==> src/rtl/prio_gate_pkg.sv <==
// Purpose: constants for the cpu/dma priority gate and acceptance window
// Assumes: one state equals one clk_sys cycle
// Notes:   byte addresses on a 32-bit Avalon-MM slave
//
// Overview of operation
// - owned enabled source goes to dma only
// - dma-owned source cleared after dma access
// - peripheral sources cleared on dma register access; src_clear here fires only for enabled dma-owned sources
// - gate enable filters dma requests, else pass
// - cpu level and four channel levels, 3 bits
// - hold request while cpu level exceeds channel
// - each channel gated independently of others
// - auto mode tracks mask, software writes ignored
// - manual mode uses software written level only
// - mode 0: mask bit to top bit
// - mode 2: mask level copied bit for bit
// - request during disabling instruction still serviced
// - higher pending request wins, disabled one dropped
// - refuse all requests after control instructions
// - new mask effective two states after instruction; here the mode 2 level is used without delay
// - block acceptance three states and during writes
// - byte block move defers all requests to end
// - word move accepts at cycle end, pc next
// - string move accepts at cycle end, pc insn
package prio_gate_pkg;

  // ===========================================================
  // register map
  localparam logic [7:0] PRIO_CTRL_OFS   = 8'h00;
  localparam logic [7:0] STATUS_OFS      = 8'h04;
  localparam logic [7:0] CH_BASE_OFS     = 8'h10;
  localparam logic [7:0] CH_STRIDE       = 8'h04;

  // ===========================================================
  // cpu_priority_ctrl_reg fields
  localparam int GATE_EN_BIT  = 7;
  localparam int AUTO_PRI_BIT = 6;
  localparam int CPU_PRI_LSB  = 0;

  // ===========================================================
  // dma_mode_ctrl_reg fields
  localparam int CH_PRI_LSB   = 0;
  localparam int CH_OWN_BIT   = 3;
  localparam int CH_EN_BIT    = 4;

  // ===========================================================
  // status register fields
  localparam int ST_HELD_LSB  = 0;
  localparam int ST_BLOCK_BIT = 8;
  localparam int ST_LVL_LSB   = 12;

  // ===========================================================
  // widths and reset values
  localparam int         PRI_W       = 3;
  localparam logic       GATE_EN_RST = 1'b0;
  localparam logic       AUTO_RST    = 1'b0;
  localparam logic [2:0] PRI_RST     = 3'h0;
  localparam logic [1:0] MODE0_LOW   = 2'h0;

  // ===========================================================
  // timing, in states, and derived cycle counts
  localparam int         MASK_DELAY_STATES = 2;
  localparam int         BLOCK_STATES      = 3;
  localparam int         CYC_PER_STATE     = 1;
  localparam int         MASK_DELAY_CYC    = MASK_DELAY_STATES * CYC_PER_STATE;
  localparam logic [1:0] BLOCK_CYC = 2'(BLOCK_STATES * CYC_PER_STATE);

endpackage

==> src/rtl/cpu_dma_priority_gate.sv <==
// Purpose: gate dma activation by cpu level, clear dma-owned sources,
//          and time the windows where interrupt acceptance is held off
// Assumes: all inputs synchronous to clk_sys; one state per cycle
// Notes:   Avalon-MM slave answers one cycle after the request
`timescale 1ns/1ps

module cpu_dma_priority_gate
  import prio_gate_pkg::*;
#(
  parameter int NCH  = 4,
  parameter int NIRQ = 8
) (
  // clock and reset
  input  wire logic                  clk_sys,
  input  wire logic                  nrst,
  // avalon-mm register slave
  input  wire logic [7:0]            avs_address,
  input  wire logic                  avs_read,
  input  wire logic                  avs_write,
  input  wire logic [31:0]           avs_writedata,
  input  wire logic [3:0]            avs_byteenable,
  output logic      [31:0]           avs_readdata,
  output logic                       avs_waitrequest,
  // cpu mask state
  input  wire logic                  ccr_mask_bit,
  input  wire logic [2:0]            interrupt_mask_level,
  input  wire logic                  int_ctrl_mode2,
  // cpu instruction events
  input  wire logic                  ctrl_insn_done,
  input  wire logic                  insn_end,
  input  wire logic                  block_move_byte,
  input  wire logic                  block_move_word,
  input  wire logic                  string_block_transfer,
  input  wire logic                  transfer_cycle_end,
  // interrupt requests, higher index wins
  input  wire logic                  nmi_req,
  input  wire logic [NIRQ-1:0]       irq_req,
  output logic                       irq_accept,
  output logic                       irq_accept_nmi,
  output logic      [3:0]            irq_accept_id,
  output logic                       save_pc_at_insn,
  // per channel selected source
  input  wire logic [NCH-1:0]        src_req,
  input  wire logic [NCH-1:0]        dma_access_done,
  output logic      [NCH-1:0]        dma_act_req,
  output logic      [NCH-1:0]        cpu_src_req,
  output logic      [NCH-1:0]        src_clear
);

  // ===========================================================
  // elaboration checks
  initial begin
    if (NCH < 1 || NCH > 8) begin
      $error("NCH must be 1 to 8");
    end
    if (NIRQ < 1 || NIRQ > 16) begin
      $error("NIRQ must be 1 to 16");
    end
  end

  // ===========================================================
  // state
  typedef struct packed {
    logic                      ack;
    logic [31:0]               rdata;
    logic                      gate_en;
    logic                      auto_pri;
    logic [PRI_W-1:0]          sw_pri;
    logic [NCH-1:0][PRI_W-1:0] ch_pri;
    logic [NCH-1:0]            ch_own;
    logic [NCH-1:0]            ch_en;
    logic [MASK_DELAY_CYC-1:0] mask_pipe;
    logic [1:0]                blk_cnt;
    logic [NIRQ-1:0]           latched;
    logic                      nmi_latched;
    logic                      acc;
    logic                      acc_nmi;
    logic [3:0]                acc_id;
    logic                      acc_pc_insn;
    logic [NCH-1:0]            clr;
  } state_t;

  state_t s_q;
  state_t s_d;

  logic [PRI_W-1:0] cpu_lvl;
  logic [NCH-1:0]   held;
  logic [NCH-1:0]   to_dma;
  logic             blocked;
  logic             window;
  logic [NIRQ-1:0]  pend;
  logic [3:0]       top_id;
  logic             top_any;
  logic             wr_go;
  logic             rd_go;
  logic [31:0]      rd_val;
  logic [31:0]      wmask;
  logic [31:0]      wval;

  // ===========================================================
  // effective cpu level
  always_comb begin
    if (s_q.auto_pri) begin
      if (int_ctrl_mode2) begin
        cpu_lvl = interrupt_mask_level;
      end else begin
        // delayed so the new mask is seen two states late
        cpu_lvl = {s_q.mask_pipe[MASK_DELAY_CYC-1],
                   MODE0_LOW};
      end
    end else begin
      cpu_lvl = s_q.sw_pri;
    end
  end

  // ===========================================================
  // per channel gate and routing
  genvar g;
  generate
    for (g = 0; g < NCH; g++) begin : g_ch
      assign to_dma[g] = s_q.ch_en[g] & s_q.ch_own[g];
      // only a strictly higher cpu level holds the channel
      assign held[g] = s_q.gate_en &
                       (cpu_lvl > s_q.ch_pri[g]);
      assign dma_act_req[g] = src_req[g] & s_q.ch_en[g] &
                              ~held[g];
      assign cpu_src_req[g] = src_req[g] & ~to_dma[g];
    end
  endgenerate

  // ===========================================================
  // interrupt acceptance window
  assign pend = s_q.latched | irq_req;

  always_comb begin
    top_id  = 4'h0;
    top_any = 1'b0;
    for (int i = 0; i < NIRQ; i++) begin
      if (pend[i]) begin
        top_id  = 4'(i);
        top_any = 1'b1;
      end
    end
  end

  // refuse after control insns and while our registers are written
  assign blocked = ctrl_insn_done | (s_q.blk_cnt != 2'h0) |
                   avs_write;

  always_comb begin
    if (block_move_byte) begin
      window = 1'b0;
    end else if (block_move_word | string_block_transfer) begin
      window = transfer_cycle_end;
    end else begin
      window = insn_end;
    end
  end

  // ===========================================================
  // avalon decode
  assign wr_go = avs_write & s_q.ack;
  assign rd_go = avs_read & ~s_q.ack;

  always_comb begin
    for (int b = 0; b < 4; b++) begin
      wmask[b*8 +: 8] = {8{avs_byteenable[b]}};
    end
  end

  always_comb begin
    rd_val = 32'h0;
    if (avs_address == PRIO_CTRL_OFS) begin
      rd_val[GATE_EN_BIT]                 = s_q.gate_en;
      rd_val[AUTO_PRI_BIT]                = s_q.auto_pri;
      rd_val[CPU_PRI_LSB +: PRI_W]        = cpu_lvl;
    end else if (avs_address == STATUS_OFS) begin
      rd_val[ST_HELD_LSB +: NCH]          = held;
      rd_val[ST_BLOCK_BIT]                = blocked;
      rd_val[ST_LVL_LSB +: PRI_W]         = cpu_lvl;
    end else begin
      for (int c = 0; c < NCH; c++) begin
        if (avs_address == 8'(CH_BASE_OFS + CH_STRIDE * c)) begin
          rd_val[CH_PRI_LSB +: PRI_W]     = s_q.ch_pri[c];
          rd_val[CH_OWN_BIT]              = s_q.ch_own[c];
          rd_val[CH_EN_BIT]               = s_q.ch_en[c];
        end
      end
    end
  end

  // ===========================================================
  // next state
  always_comb begin
    s_d = s_q;
    wval = 32'h0;

    // one wait state per access
    s_d.ack = (avs_read | avs_write) & ~s_q.ack;
    if (rd_go) begin
      s_d.rdata = rd_val;
    end

    s_d.mask_pipe = {s_q.mask_pipe[MASK_DELAY_CYC-2:0],
                     ccr_mask_bit};

    if (ctrl_insn_done) begin
      s_d.blk_cnt = BLOCK_CYC;
    end else if (s_q.blk_cnt != 2'h0) begin
      s_d.blk_cnt = s_q.blk_cnt - 2'h1;
    end

    if (wr_go) begin
      if (avs_address == PRIO_CTRL_OFS) begin
        wval = (avs_writedata & wmask) |
               ({24'h0, s_q.gate_en, s_q.auto_pri, 3'h0, s_q.sw_pri}
                & ~wmask);
        s_d.gate_en  = wval[GATE_EN_BIT];
        s_d.auto_pri = wval[AUTO_PRI_BIT];
        if (!s_q.auto_pri) begin
          s_d.sw_pri = wval[CPU_PRI_LSB +: PRI_W];
        end
      end
      for (int c = 0; c < NCH; c++) begin
        if (avs_address == 8'(CH_BASE_OFS + CH_STRIDE * c) &&
            avs_byteenable[0]) begin
          s_d.ch_pri[c] = avs_writedata[CH_PRI_LSB +: PRI_W];
          s_d.ch_own[c] = avs_writedata[CH_OWN_BIT];
          s_d.ch_en[c]  = avs_writedata[CH_EN_BIT];
        end
      end
    end

    // only dma-owned sources are cleared by the dma access
    for (int c = 0; c < NCH; c++) begin
      s_d.clr[c] = dma_access_done[c] & s_q.ch_en[c] &
                   s_q.ch_own[c];
    end

    // catch requests so disabling mid-insn cannot lose them
    s_d.latched     = pend;
    s_d.nmi_latched = s_q.nmi_latched | nmi_req;
    s_d.acc         = 1'b0;
    s_d.acc_nmi     = 1'b0;
    if (window && !blocked &&
        (top_any || s_q.nmi_latched || nmi_req)) begin
      s_d.acc         = 1'b1;
      s_d.acc_nmi     = s_q.nmi_latched | nmi_req;
      s_d.acc_id      = top_id;
      s_d.acc_pc_insn = string_block_transfer;
      if (s_q.nmi_latched | nmi_req) begin
        s_d.nmi_latched = 1'b0;
      end else begin
        // the rest are dropped; live levels reassert themselves
        s_d.latched = '0;
      end
    end
  end

  // ===========================================================
  // registers
  always_ff @(posedge clk_sys) begin
    if (!nrst) begin
      s_q             <= '0;
      s_q.gate_en     <= GATE_EN_RST;
      s_q.auto_pri    <= AUTO_RST;
      s_q.sw_pri      <= PRI_RST;
    end else begin
      s_q <= s_d;
    end
  end

  // ===========================================================
  // outputs
  assign avs_waitrequest = (avs_read | avs_write) & ~s_q.ack;
  assign avs_readdata    = s_q.rdata;
  assign irq_accept      = s_q.acc;
  assign irq_accept_nmi  = s_q.acc_nmi;
  assign irq_accept_id   = s_q.acc_id;
  assign save_pc_at_insn = s_q.acc_pc_insn;
  assign src_clear       = s_q.clr;

endmodule

==> config.mk <==
export PLATFORM = sky130hd
export DESIGN_NAME = cpu_dma_priority_gate
export DESIGN_NICKNAME = d
export VERILOG_FILES = /design/src/rtl/prio_gate_pkg.sv /design/src/rtl/cpu_dma_priority_gate.sv
export SDC_FILE = /design/constraint.sdc
export NUM_CORES = 1
export LEC_CHECK = 0
export BUFFER_PORTS_ARGS = -buffer_cell sky130_fd_sc_hd__clkbuf_2
export CAP_MARGIN = 0
export CORE_MARGIN = 10
export CORE_UTILIZATION = 49
export DETAILED_ROUTE_END_ITERATION = 16
export PLACE_DENSITY = 0.88
export SYNTH_ARGS = -nofsm -noshare
export SYNTH_HDL_FRONTEND = slang
export SYNTH_SLANG_ARGS = --single-unit
export TNS_END_PERCENT = 100
==> constraint.sdc <==
create_clock -name clk_sys -period 2.4 [get_ports clk_sys]
set_input_delay 0.24 -clock clk_sys [delete_from_list [all_inputs] [get_ports clk_sys]]
set_output_delay 0.24 -clock clk_sys [all_outputs]
set_load 0.01 [all_outputs]
==> results of run 1 <==
layer usage:
metal | routed length, um | vias to the layer above | track usage (%)
li1 | - | 1397 | -
met1 | 3310 | 1351 | 18.5
met2 | 4420 | 121 | 29.4
met3 | 659 | 12 | 3.98
met4 | 162 | 0 | 8.70
met5 | 0 | - | 0
worst max-delay path: cells and delay by family (launching register included):
kind	cells	cell delay [ns]
compound gates	2	0.22
fa+ha+maj	1	0.29
buf+inv	3	0.44
simple gates	3	0.41
flops	1	0.37
timing repair:
| action | in CTS | in global routing |
|---|---|---|
| endpoints found under the setup margin | 4 | 2 |
| pin swaps | 0 | 0 |
| gates resized for setup | 3 | 3 |
cell usage after synthesis (all sizes together):
cell type,instances
a211oi,1
a21boi,4
a21oi,19
a221oi,1
a22oi,6
a31oi,7
and2,3
and3,2
and4,4
buf,44
clkbuf,10
clkinv,1
conb,1
dfxtp,60
ha,13
inv,16
mux2i,19
mux4,1
nand2,33
nand2b,4
nand3,26
nand3b,1
nand4,2
nor2,55
nor2b,4
nor3,12
nor4,4
o2111ai,1
o211ai,1
o21a,2
o21ai,14
o221ai,1
o31ai,4
o32a,2
or3,1
or3b,2
or4b,1
xnor2,1
cells by family after synthesis:
| family | Yosys count |
|---|---|
| xor gates and xnor gates | 1 |
| and+or+nand+nor | 154 |
| muxes | 20 |
| AOI/OAI and AO/OA | 63 |
| DFF | 60 |
| adders and majority gates | 13 |
| buffers and inverters | 71 |
| other | 1 |
path summary, 6_finish.rpt:
check	from	endpoint	cells after the start
worst max-delay path	register	dma_act_req[3]	9
worst min-delay path	irq_req[0]	s_q[12]	3
worst max register to register	s_q[21]	s_q[17]	7
worst min register to register	s_d[23]	s_q[23]	1
registers in the layout (all words and copies together) (netlist names), named ones only:
signal           count
s_q                 33
avs_readdata        11
src_clear            4
irq_accept_id        3
irq_accept           1
irq_accept_nmi       1
s_d                  1
save_pc_at_insn      1
power groups by stage:
| stage | clock (mW) | sequential (mW) | combinational (mW) |
|---|---|---|---|
| after floorplan | 0 | 1.05 | 0.154 |
| after global placement | 0 | 1.05 | 0.206 |
| after detailed placement | 0 | 1.05 | 0.216 |
| after CTS | 1.03 | 1.03 | 0.218 |
| after global routing | 1.07 | 1.03 | 0.244 |
| final | 1.03 | 1.03 | 0.220 |
cell type report:
cell class                      instances  area share (%)
Clock inverter                          6            2.36
Timing Repair Buffer                   86            12.2
Tap cell                               77            2.59
Multi-Input combinational cell        273            45.0
Inverter                               17            1.72
Sequential cell                        60            32.4
Clock buffer                           10            3.71
stage by stage:
step / hold slack [ns] / std cells / total power [mW] / instance area [sq um]
final: 0.135 / 529 / 2.28 / 3710
after global routing: 0.146 / 529 / 2.35 / 3710
after CTS: 0.128 / 529 / 2.28 / 3700
after detailed placement: 0.430 / 513 / 1.27 / 3470
after global placement: 0.414 / 513 / 1.26 / 3470
after floorplan: 0.361 / 404 / 1.20 / 3280
==> parameters.txt, run 1 <==
Parameter                              Value

Synthesis
  Synthesized-area fraction occupied by ao, oa, aoi and oai cells    13.2%
  Syn Inst Count    around 380
  Yosys Warn Count    0
  Area fraction in and, or, nand and nor cells after synthesis    24.0%
  Netlist area before placement    3200 sq um
  Combinational family with the most area after synthesis    simple AND/OR/NAND/NOR gates
  Top cells by area, synth    sky130_fd_sc_hd__dfxtp_1, sky130_fd_sc_hd__buf_4, sky130_fd_sc_hd__nor2_1
  Fraction of synthesized cell area taken by the top area cell type    37.6%
  Synth Area in Adders    5.09%
  Distinct cell type count of the synthesized netlist    48
  Post-Synth XOR/XNOR Area    0.274%
  Multiplexer share of the synthesized area    6.65%
  Share of synthesized area occupied by flip-flops and latches    approximately 38%
  Synth Register Bits    60
  Mean Syn Cell Area    8.35 sq um
  Post-synth top area cell    sky130_fd_sc_hd__dfxtp_1

Floorplanning
  Die area    10,200 sq um
  Horizontal extent of the die    a little over 100 um
  Placeable core region    ~6300 sq um
  Starting density of the core    50.3%
  Boundary Pins    128
  Overall die height    101 um
  Row cnt    29

Clocking
  Clock sink count    60
  Clock tree from TritonCTS    yes
  Quantity of hold-fixing buffers added after cts    0
  Clock network latency to the later pin of the worst-skew pair    0.34 ns
  Max Root-Sink Buffers    2
  Root Buffer Master    sky130_fd_sc_hd__clkbuf_8
  H-tree levels    3
  Clock-pin transition on the worst setup and hold timing paths    0.07 ns
  Post-CTS Setup Repair Bufs    0
  TritonCTS Buffers    9

Critical path
  Kind of start point of the critical path    register
  Slack of the worst reg-to-reg path    0.31 ns
  Crit path DAT    2.07 ns
  Slowest CP cell    sky130_fd_sc_hd__dfxtp_4
  Worst setup path class    register to output pin
  Cell seen most often among critical-path stages    sky130_fd_sc_hd__buf_4
  Stage delay of the slowest cell on the critical path    between 0.3 and 0.4 ns
  CP required    approximately 2.2 ns
  Critical Path, Cell by Cell    buf_4 > nor2_1 > a21oi_1 > buf_4 > ha_1 > nand3_1 > o2111ai_1 > and3_1 > clkbuf_2
  Worst Setup End Kind    output pin
  Highest fanout seen on the critical path    6

Power
  Clock share of power    45.1%
  Leakage power figure    1.69 nW
  Total power divided by cell area    613 nW/um^2
  Relative contribution of combinational cells to total power    9.7%
  Highest ir drop seen on vdd    397 uV
  Switching power total    0.565 mW
  Internal Pwr Total    ~1.7 mW
  Share of total power in sequential cells    45.2%
  Net Sw Frac    24.8%

Routing
  Total Wirelength    between 8 and 9 mm
  Initial detailed-routing violation count    215
  DRC violation count after routing    0
  Total iterations of the first detailed-routing run    4
  Via count normalized by instance count    roughly 5.4
  Number of nets with antenna violations after routing    0
  Wire length per cell    16.2 um
  Vias post-DR    2,881

Finish
  Total area of sequential cells    around 1200 sq um
  Number of fill cells in the layout    around 570
  Share of post-route cells with drive strength above 1    25.7%
  End-of-flow core utilization    58.5%
  Antenna diode instance count    0
  Most common library cell in the layout ignoring fill and taps    sky130_fd_sc_hd__clkbuf_2
  Commonest cells after routing, fill and taps aside    sky130_fd_sc_hd__clkbuf_2, sky130_fd_sc_hd__dfxtp_1, sky130_fd_sc_hd__nor2_1
  Area added between synthesis and finish    16.2%
  Number of nets in the final layout    536
  Multi-input gate area in the final layout    1670 sq um

Place
  Count of port buffers added during placement    77
  Final weighted congestion in routability-driven placement    0.934
  Post-Place Setup Slack    -0.0109 ns
  Dpl hpwl    6.67 mm

Timing
  Pins over their slew limit    0
  Post-Route Skew    0.00933 ns
  Final setup fails    0
  Post-layout min period    ~2.3 ns
  Actual slew at the worst max-slew pin    0.685 ns
  Number of hold violations in the final report    0
  F_max    0.432 GHz
  Max-slew headroom at the worst pin    between 50% and 60%
  Final Cycle Share    around 96%
  Worst setup margin    0.0870 ns
  Setup repair after global routing missed its margin    no
  Accumulated negative setup slack    0 ns

Global routing
  Tot GR Track Use    16.9%
  Antenna violations before repair    0
  First-pass GRT wire length    approximately 14 mm
  Largest net degree at the start of global routing    30
  Vias in the first global route    2,938
  Grt ovf    0

Status
  Result of the run    finished, final reports clean

Flow run
  Max capacitance violation total    0

Min path
  Path category of the worst min-delay check    input pin to register
Power figures use the tool's default switching activity.
==> run 2, diff against run 1 <==
- CORE_UTILIZATION: 49 -> 24
- PLACE_DENSITY: 0.88 -> 0.52
- SETUP_SLACK_MARGIN: not set -> 0.4
==> run 2 against run 1 <==
  * Clock-buffer cell count is 4 higher
  * Via count is 0.66% lower
  * Sequential share of layout area is 3.9 points lower
  * Register-to-register slack better by 0.10 ns
  * Clock power is 22% higher
  * Critical path type unchanged
  * Critical endpoint is now dma_act_req[2]
  * Highest routed layer unchanged
==> parameters.txt, run 2 (synthesis gave the netlist of run 1 again) <==
Parameter                              Value

Clocking
  Root Buffer Master    sky130_fd_sc_hd__clkbuf_16
  Clock tree from TritonCTS    yes
  Clock-pin transition on the worst setup and hold timing paths    0.05 ns
  Clock network latency to the later pin of the worst-skew pair    about 0.33 ns
  H-tree levels    3
  Max Root-Sink Buffers    2
  Quantity of hold-fixing buffers added after cts    0
  TritonCTS Buffers    9
  Clock sink count    60

Min path
  Worst hold path cell count    2
  Hold Path End    s_d[23]
  Path category of the worst min-delay check    input pin to register
  Worst Min Path Start    ccr_mask_bit

Finish
  Area added between synthesis and finish    32.1%
  Number of nets in the final layout    552
  Finished Cell Area    roughly 4200 sq um
  Max FFs per register    33
  End-of-flow core utilization    32.1%
  Post-route insts no fill    roughly 640
  Most flops, register    s_q
  Most common library cell in the layout ignoring fill and taps    sky130_fd_sc_hd__clkbuf_2
  Antenna diode instance count    0
  Commonest cells after routing, fill and taps aside    sky130_fd_sc_hd__clkbuf_2, sky130_fd_sc_hd__dfxtp_1, sky130_fd_sc_hd__nor2_1
  Share of post-route cells with drive strength above 1    around 32%

Routing
  Initial detailed-routing violation count    158
  Wire length per cell    15.4 um
  Total iterations of the first detailed-routing run    4
  Via count normalized by instance count    4.45
  Vias post-DR    2,862
  Number of nets with antenna violations after routing    0
  DRC violation count after routing    0
  Total Wirelength    a little under 10 mm

Timing
  Max-slew headroom at the worst pin    64.1%
  Number of hold violations in the final report    0
  Final setup fails    0
  Final Cycle Share    between 80% and 90%
  Actual slew at the worst max-slew pin    0.539 ns
  Post-Route Skew    0.00589 ns
  Worst setup margin    0.245 ns
  Setup repair after global routing missed its margin    yes
  F_max    approximately 0.46 GHz
  Worst hold slack across all endpoints    0.130 ns
  Pins over their slew limit    0
  Post-layout min period    2.16 ns
  Accumulated negative setup slack    0 ns

Critical path
  CP required    2.16 ns
  Slack of the worst reg-to-reg path    0.41 ns
  Worst Setup End Kind    output pin
  Kind of start point of the critical path    register
  Destination of the worst register-to-register timing path    avs_readdata[3]
  Count of cells along the worst register-to-register path    11
  Highest fanout seen on the critical path    7
  Worst setup path class    register to output pin
  Crit path DAT    1.92 ns
  Slowest CP cell    sky130_fd_sc_hd__dfxtp_4
  Stage delay of the slowest cell on the critical path    between 0.3 and 0.4 ns
  Cell seen most often among critical-path stages    sky130_fd_sc_hd__buf_4
  Critical Path, Cell by Cell    o21ai_4 > ha_4 > buf_4 > nand3_1 > nand2_1 > a21oi_1 > buf_4 > nor2_4 > buf_2

Floorplanning
  Boundary Pins    128
  Starting density of the core    24.3%
  Row cnt    42
  Die area    18,300 sq um
  Horizontal extent of the die    approximately 140 um
  Overall die height    135 um
  Placeable core region    approximately 13,000 sq um

Place
  Post-placement cell area    3610 sq um
  Count of port buffers added during placement    77
  Dpl hpwl    between 7 and 8 mm
  Final weighted congestion in routability-driven placement    0.911
  Post-Place Setup Slack    0.138 ns
  Total instance count after detailed placement    615

Global routing
  Vias in the first global route    2,929
  Largest net degree at the start of global routing    40
  First-pass GRT wire length    15.4 mm
  Antenna violations before repair    0
  Grt ovf    0
  Tot GR Track Use    10.7%

Status
  Result of the run    finished, final reports clean

Power
  Highest ir drop seen on vdd    409 uV
  Total power divided by cell area    596 nW/um^2
  Leakage power figure    1.83 nW
  Final total power    2.52 mW

Flow run
  Max capacitance violation total    0
## run 2: cell count changes in the layout (fill, tap and decap cells not counted), sizes merged
cell	delta
buf	+20
clkinv	-3
bufinv	-2
## run 2: power by group
part / switching (mW) / internal [mW] / total (mW)
sequential: 0.0135 / 1.02 / 1.03
combinational: 0.141 / 0.0873 / 0.229
clock: 0.452 / 0.804 / 1.26
total: 0.607 / 1.91 / 2.52
## run 2: worst max path at each step
stage              from        endpoint  slack [ns]
2_1_floorplan  register  dma_act_req[2]        0.40
3_3_place_gp   register  dma_act_req[2]        0.16
3_5_place_dp   register  dma_act_req[2]        0.14
4_1_cts        register  dma_act_req[3]        0.26
5_1_grt        register  dma_act_req[3]        0.16
6_report       register  dma_act_req[2]        0.24
## run 2: worst max-delay path: cells and delay by family (launching register included)
| family | cells | cell delay, ns |
|---|---|---|
| buffers and inverters | 3 | 0.41 |
| AO/OA/AOI/OAI | 2 | 0.39 |
| flip-flops | 1 | 0.37 |
| adder cells (fa/ha/maj) | 1 | 0.25 |
| AND/OR/NAND/NOR | 3 | 0.14 |
## run 2: layer usage
layer  share of wire, %  wire length (um)  up-vias  track usage, %
li1                   -                 -     1421               -
met1                 42              4100     1340            11.9
met2                 50              4960       85            18.4
met3                6.4               633       16            3.67
met4                1.8               180        0            4.19
met5                  0                 0        -               0
## run 2: repair_timing
item / in CTS / in global routing
pin swaps: 13 / 10
cloned: 0 / 0
setup endpoints to repair: 16 / 14
gates resized for setup: 25 / 22
setup buffers: 11 / 2
## run 2: final cells by class
cell class	instances	area (sq um)
repair buffers	102	594
clock buffers	14	284
multi-input cells	273	1850
clock inverters	1	5.00
fillers	1426	8910
well taps	176	220
inverters	17	63.8
flip-flops and latches	60	1210
==> run 3, diff against run 2 <==
- PLACE_DENSITY: 0.52 -> not set
==> run 3 against run 2 <==
  * Routed wire length is 2.2% higher
  * Sequential share of layout area is 0.41 points lower
  * Fmax is 0.92% lower
  * Global-route usage is 0.13 points higher
  * Design area is 1.5% higher
  * Clock-buffer cell count is 4 lower
  * Sequential cell count stayed put
  * Hold slack worse by 0.0048 ns
  * Non-clock buffer count stayed put
  * Sequential power hardly changed
  * Via count is 0.56% higher
  * Total power is 5.0% higher
  * Largest cell class unchanged
  * Highest routed layer unchanged
==> parameters.txt, run 3 (synthesis gave the netlist of run 1 again) <==
Parameter                              Value

Clocking
  Clock network latency to the later pin of the worst-skew pair    0.33 ns
  H-tree levels    3
  TritonCTS Buffers    9
  Root Buffer Master    sky130_fd_sc_hd__clkbuf_16
  Clock sink count    60
  Clock-pin transition on the worst setup and hold timing paths    ~0.060 ns
  Max Root-Sink Buffers    2
  Clock tree from TritonCTS    yes

Timing
  Final setup fails    0
  Pins over their slew limit    0
  F_max    0.460 GHz
  Number of hold violations in the final report    0
  Post-layout min period    2.18 ns
  Actual slew at the worst max-slew pin    0.577 ns
  Setup repair after global routing missed its margin    yes
  Max-slew headroom at the worst pin    61.2%
  Post-Route Skew    0.00602 ns
  Accumulated negative setup slack    0 ns
  Final Cycle Share    around 91%

Finish
  End-of-flow core utilization    between 30% and 40%
  Most flops, register    s_q
  Antenna diode instance count    0
  Number of fill cells in the layout    1,409
  Commonest cells after routing, fill and taps aside    sky130_fd_sc_hd__clkbuf_2, sky130_fd_sc_hd__dfxtp_1, sky130_fd_sc_hd__nor2_1
  Max FFs per register    33
  Number of nets in the final layout    around 550
  Share of post-route cells with drive strength above 1    32.9%
  Area added between synthesis and finish    34.0%
  Most common library cell in the layout ignoring fill and taps    sky130_fd_sc_hd__clkbuf_2

Power
  Leakage power figure    ~1.8 nW
  Total power divided by cell area    617 nW/um^2
  Final total power    2.64 mW
  Highest ir drop seen on vdd    about 320 uV

Global routing
  Largest net degree at the start of global routing    34
  Tot GR Track Use    10.9%
  Antenna violations before repair    0
  Grt ovf    0
  First-pass GRT wire length    15.6 mm
  Vias in the first global route    about 3,000

Floorplanning
  Row cnt    42
  Horizontal extent of the die    about 140 um
  Overall die height    135 um
  Placeable core region    13,100 sq um
  Boundary Pins    128
  Starting density of the core    about a quarter
  Die area    18,300 sq um

Routing
  Initial detailed-routing violation count    139
  Number of nets with antenna violations after routing    0
  Wire length per cell    about 16 um
  Via count normalized by instance count    4.47
  DRC violation count after routing    0
  Total iterations of the first detailed-routing run    4
  Total Wirelength    10.1 mm
  Vias post-DR    2,878

Critical path
  Count of cells along the worst register-to-register path    9
  Worst Setup End Kind    output pin
  Highest fanout seen on the critical path    7
  Worst setup path class    register to output pin
  Crit path DAT    1.94 ns
  CP required    2.16 ns
  Kind of start point of the critical path    register

Place
  Dpl hpwl    between 7 and 8 mm
  Final weighted congestion in routability-driven placement    0.890
  Count of port buffers added during placement    77

Status
  Result of the run    finished, final reports clean

Flow run
  Max capacitance violation total    0

Min path
  Worst hold path cell count    2
  Path category of the worst min-delay check    input pin to register
  Worst Min Path Start    ccr_mask_bit
## run 3: what timing repair did
action | CTS | global route
buffers inserted | 11 | 2
setup endpoints to repair | 16 | 15
pin swaps | 14 | 3
endpoints found under the hold margin | 0 | 0
resized for setup | 35 | 10
hold buffers | 0 | 0
## run 3: final timing paths
check                         end  slack [ns]
setup / recovery   dma_act_req[1]        0.22
hold / removal            s_d[23]        0.12
setup reg to reg  avs_readdata[0]        0.48
hold reg to reg           s_q[23]        0.44
## run 3: area by class of cell
class                           count  area [sq um]  area share (%)
Clock buffer                       10           229            5.34
Clock inverter                      6          88.8            2.07
Inverter                           17          63.8            1.49
Multi-Input combinational cell    273          1890            44.1
Sequential cell                    60          1210            28.2
Tap cell                          176           220            5.14
Timing Repair Buffer              102           588            13.7
## run 3: routing by layer
| layer | part of all wire [%] | vias to the layer above | track usage (%) |
|---|---|---|---|
| li1 | - | 1426 | - |
| met1 | 41 | 1354 | 12.2 |
| met2 | 50 | 87 | 18.6 |
| met3 | 7.5 | 11 | 3.82 |
| met4 | 1.4 | 0 | 3.83 |
| met5 | 0 | - | 0 |
## run 3: critical path, stage by stage (launching register included)
cell and delay (ns):
sky130_fd_sc_hd__dfxtp_4 0.38, sky130_fd_sc_hd__nand3_4 0.07, sky130_fd_sc_hd__o21ai_4 0.09, sky130_fd_sc_hd__buf_6 0.14
sky130_fd_sc_hd__ha_1 0.30, sky130_fd_sc_hd__inv_1 0.05, sky130_fd_sc_hd__o21ai_1 0.27, sky130_fd_sc_hd__a31oi_1 0.14
sky130_fd_sc_hd__buf_2 0.16
## run 3: per-stage QoR
stage	hold WS [ns]	instance area [sq um]	worst slack, ns	instances
6_report	0.125	4280	0.225	644
5_1_grt	0.106	4280	0.146	644
4_1_cts	0.108	4230	0.263	642
3_5_place_dp	0.419	3610	0.213	615
3_3_place_gp	0.422	3610	0.247	615
2_1_floorplan	0.361	3280	0.402	404
## run 3: report_power, final
| part | total [mW] | internal [mW] | switching (mW) |
|---|---|---|---|
| combinational | 0.240 | 0.0932 | 0.146 |
| clock | 1.37 | 0.908 | 0.466 |
| sequential | 1.03 | 1.02 | 0.0128 |
| total | 2.64 | 2.02 | 0.625 |
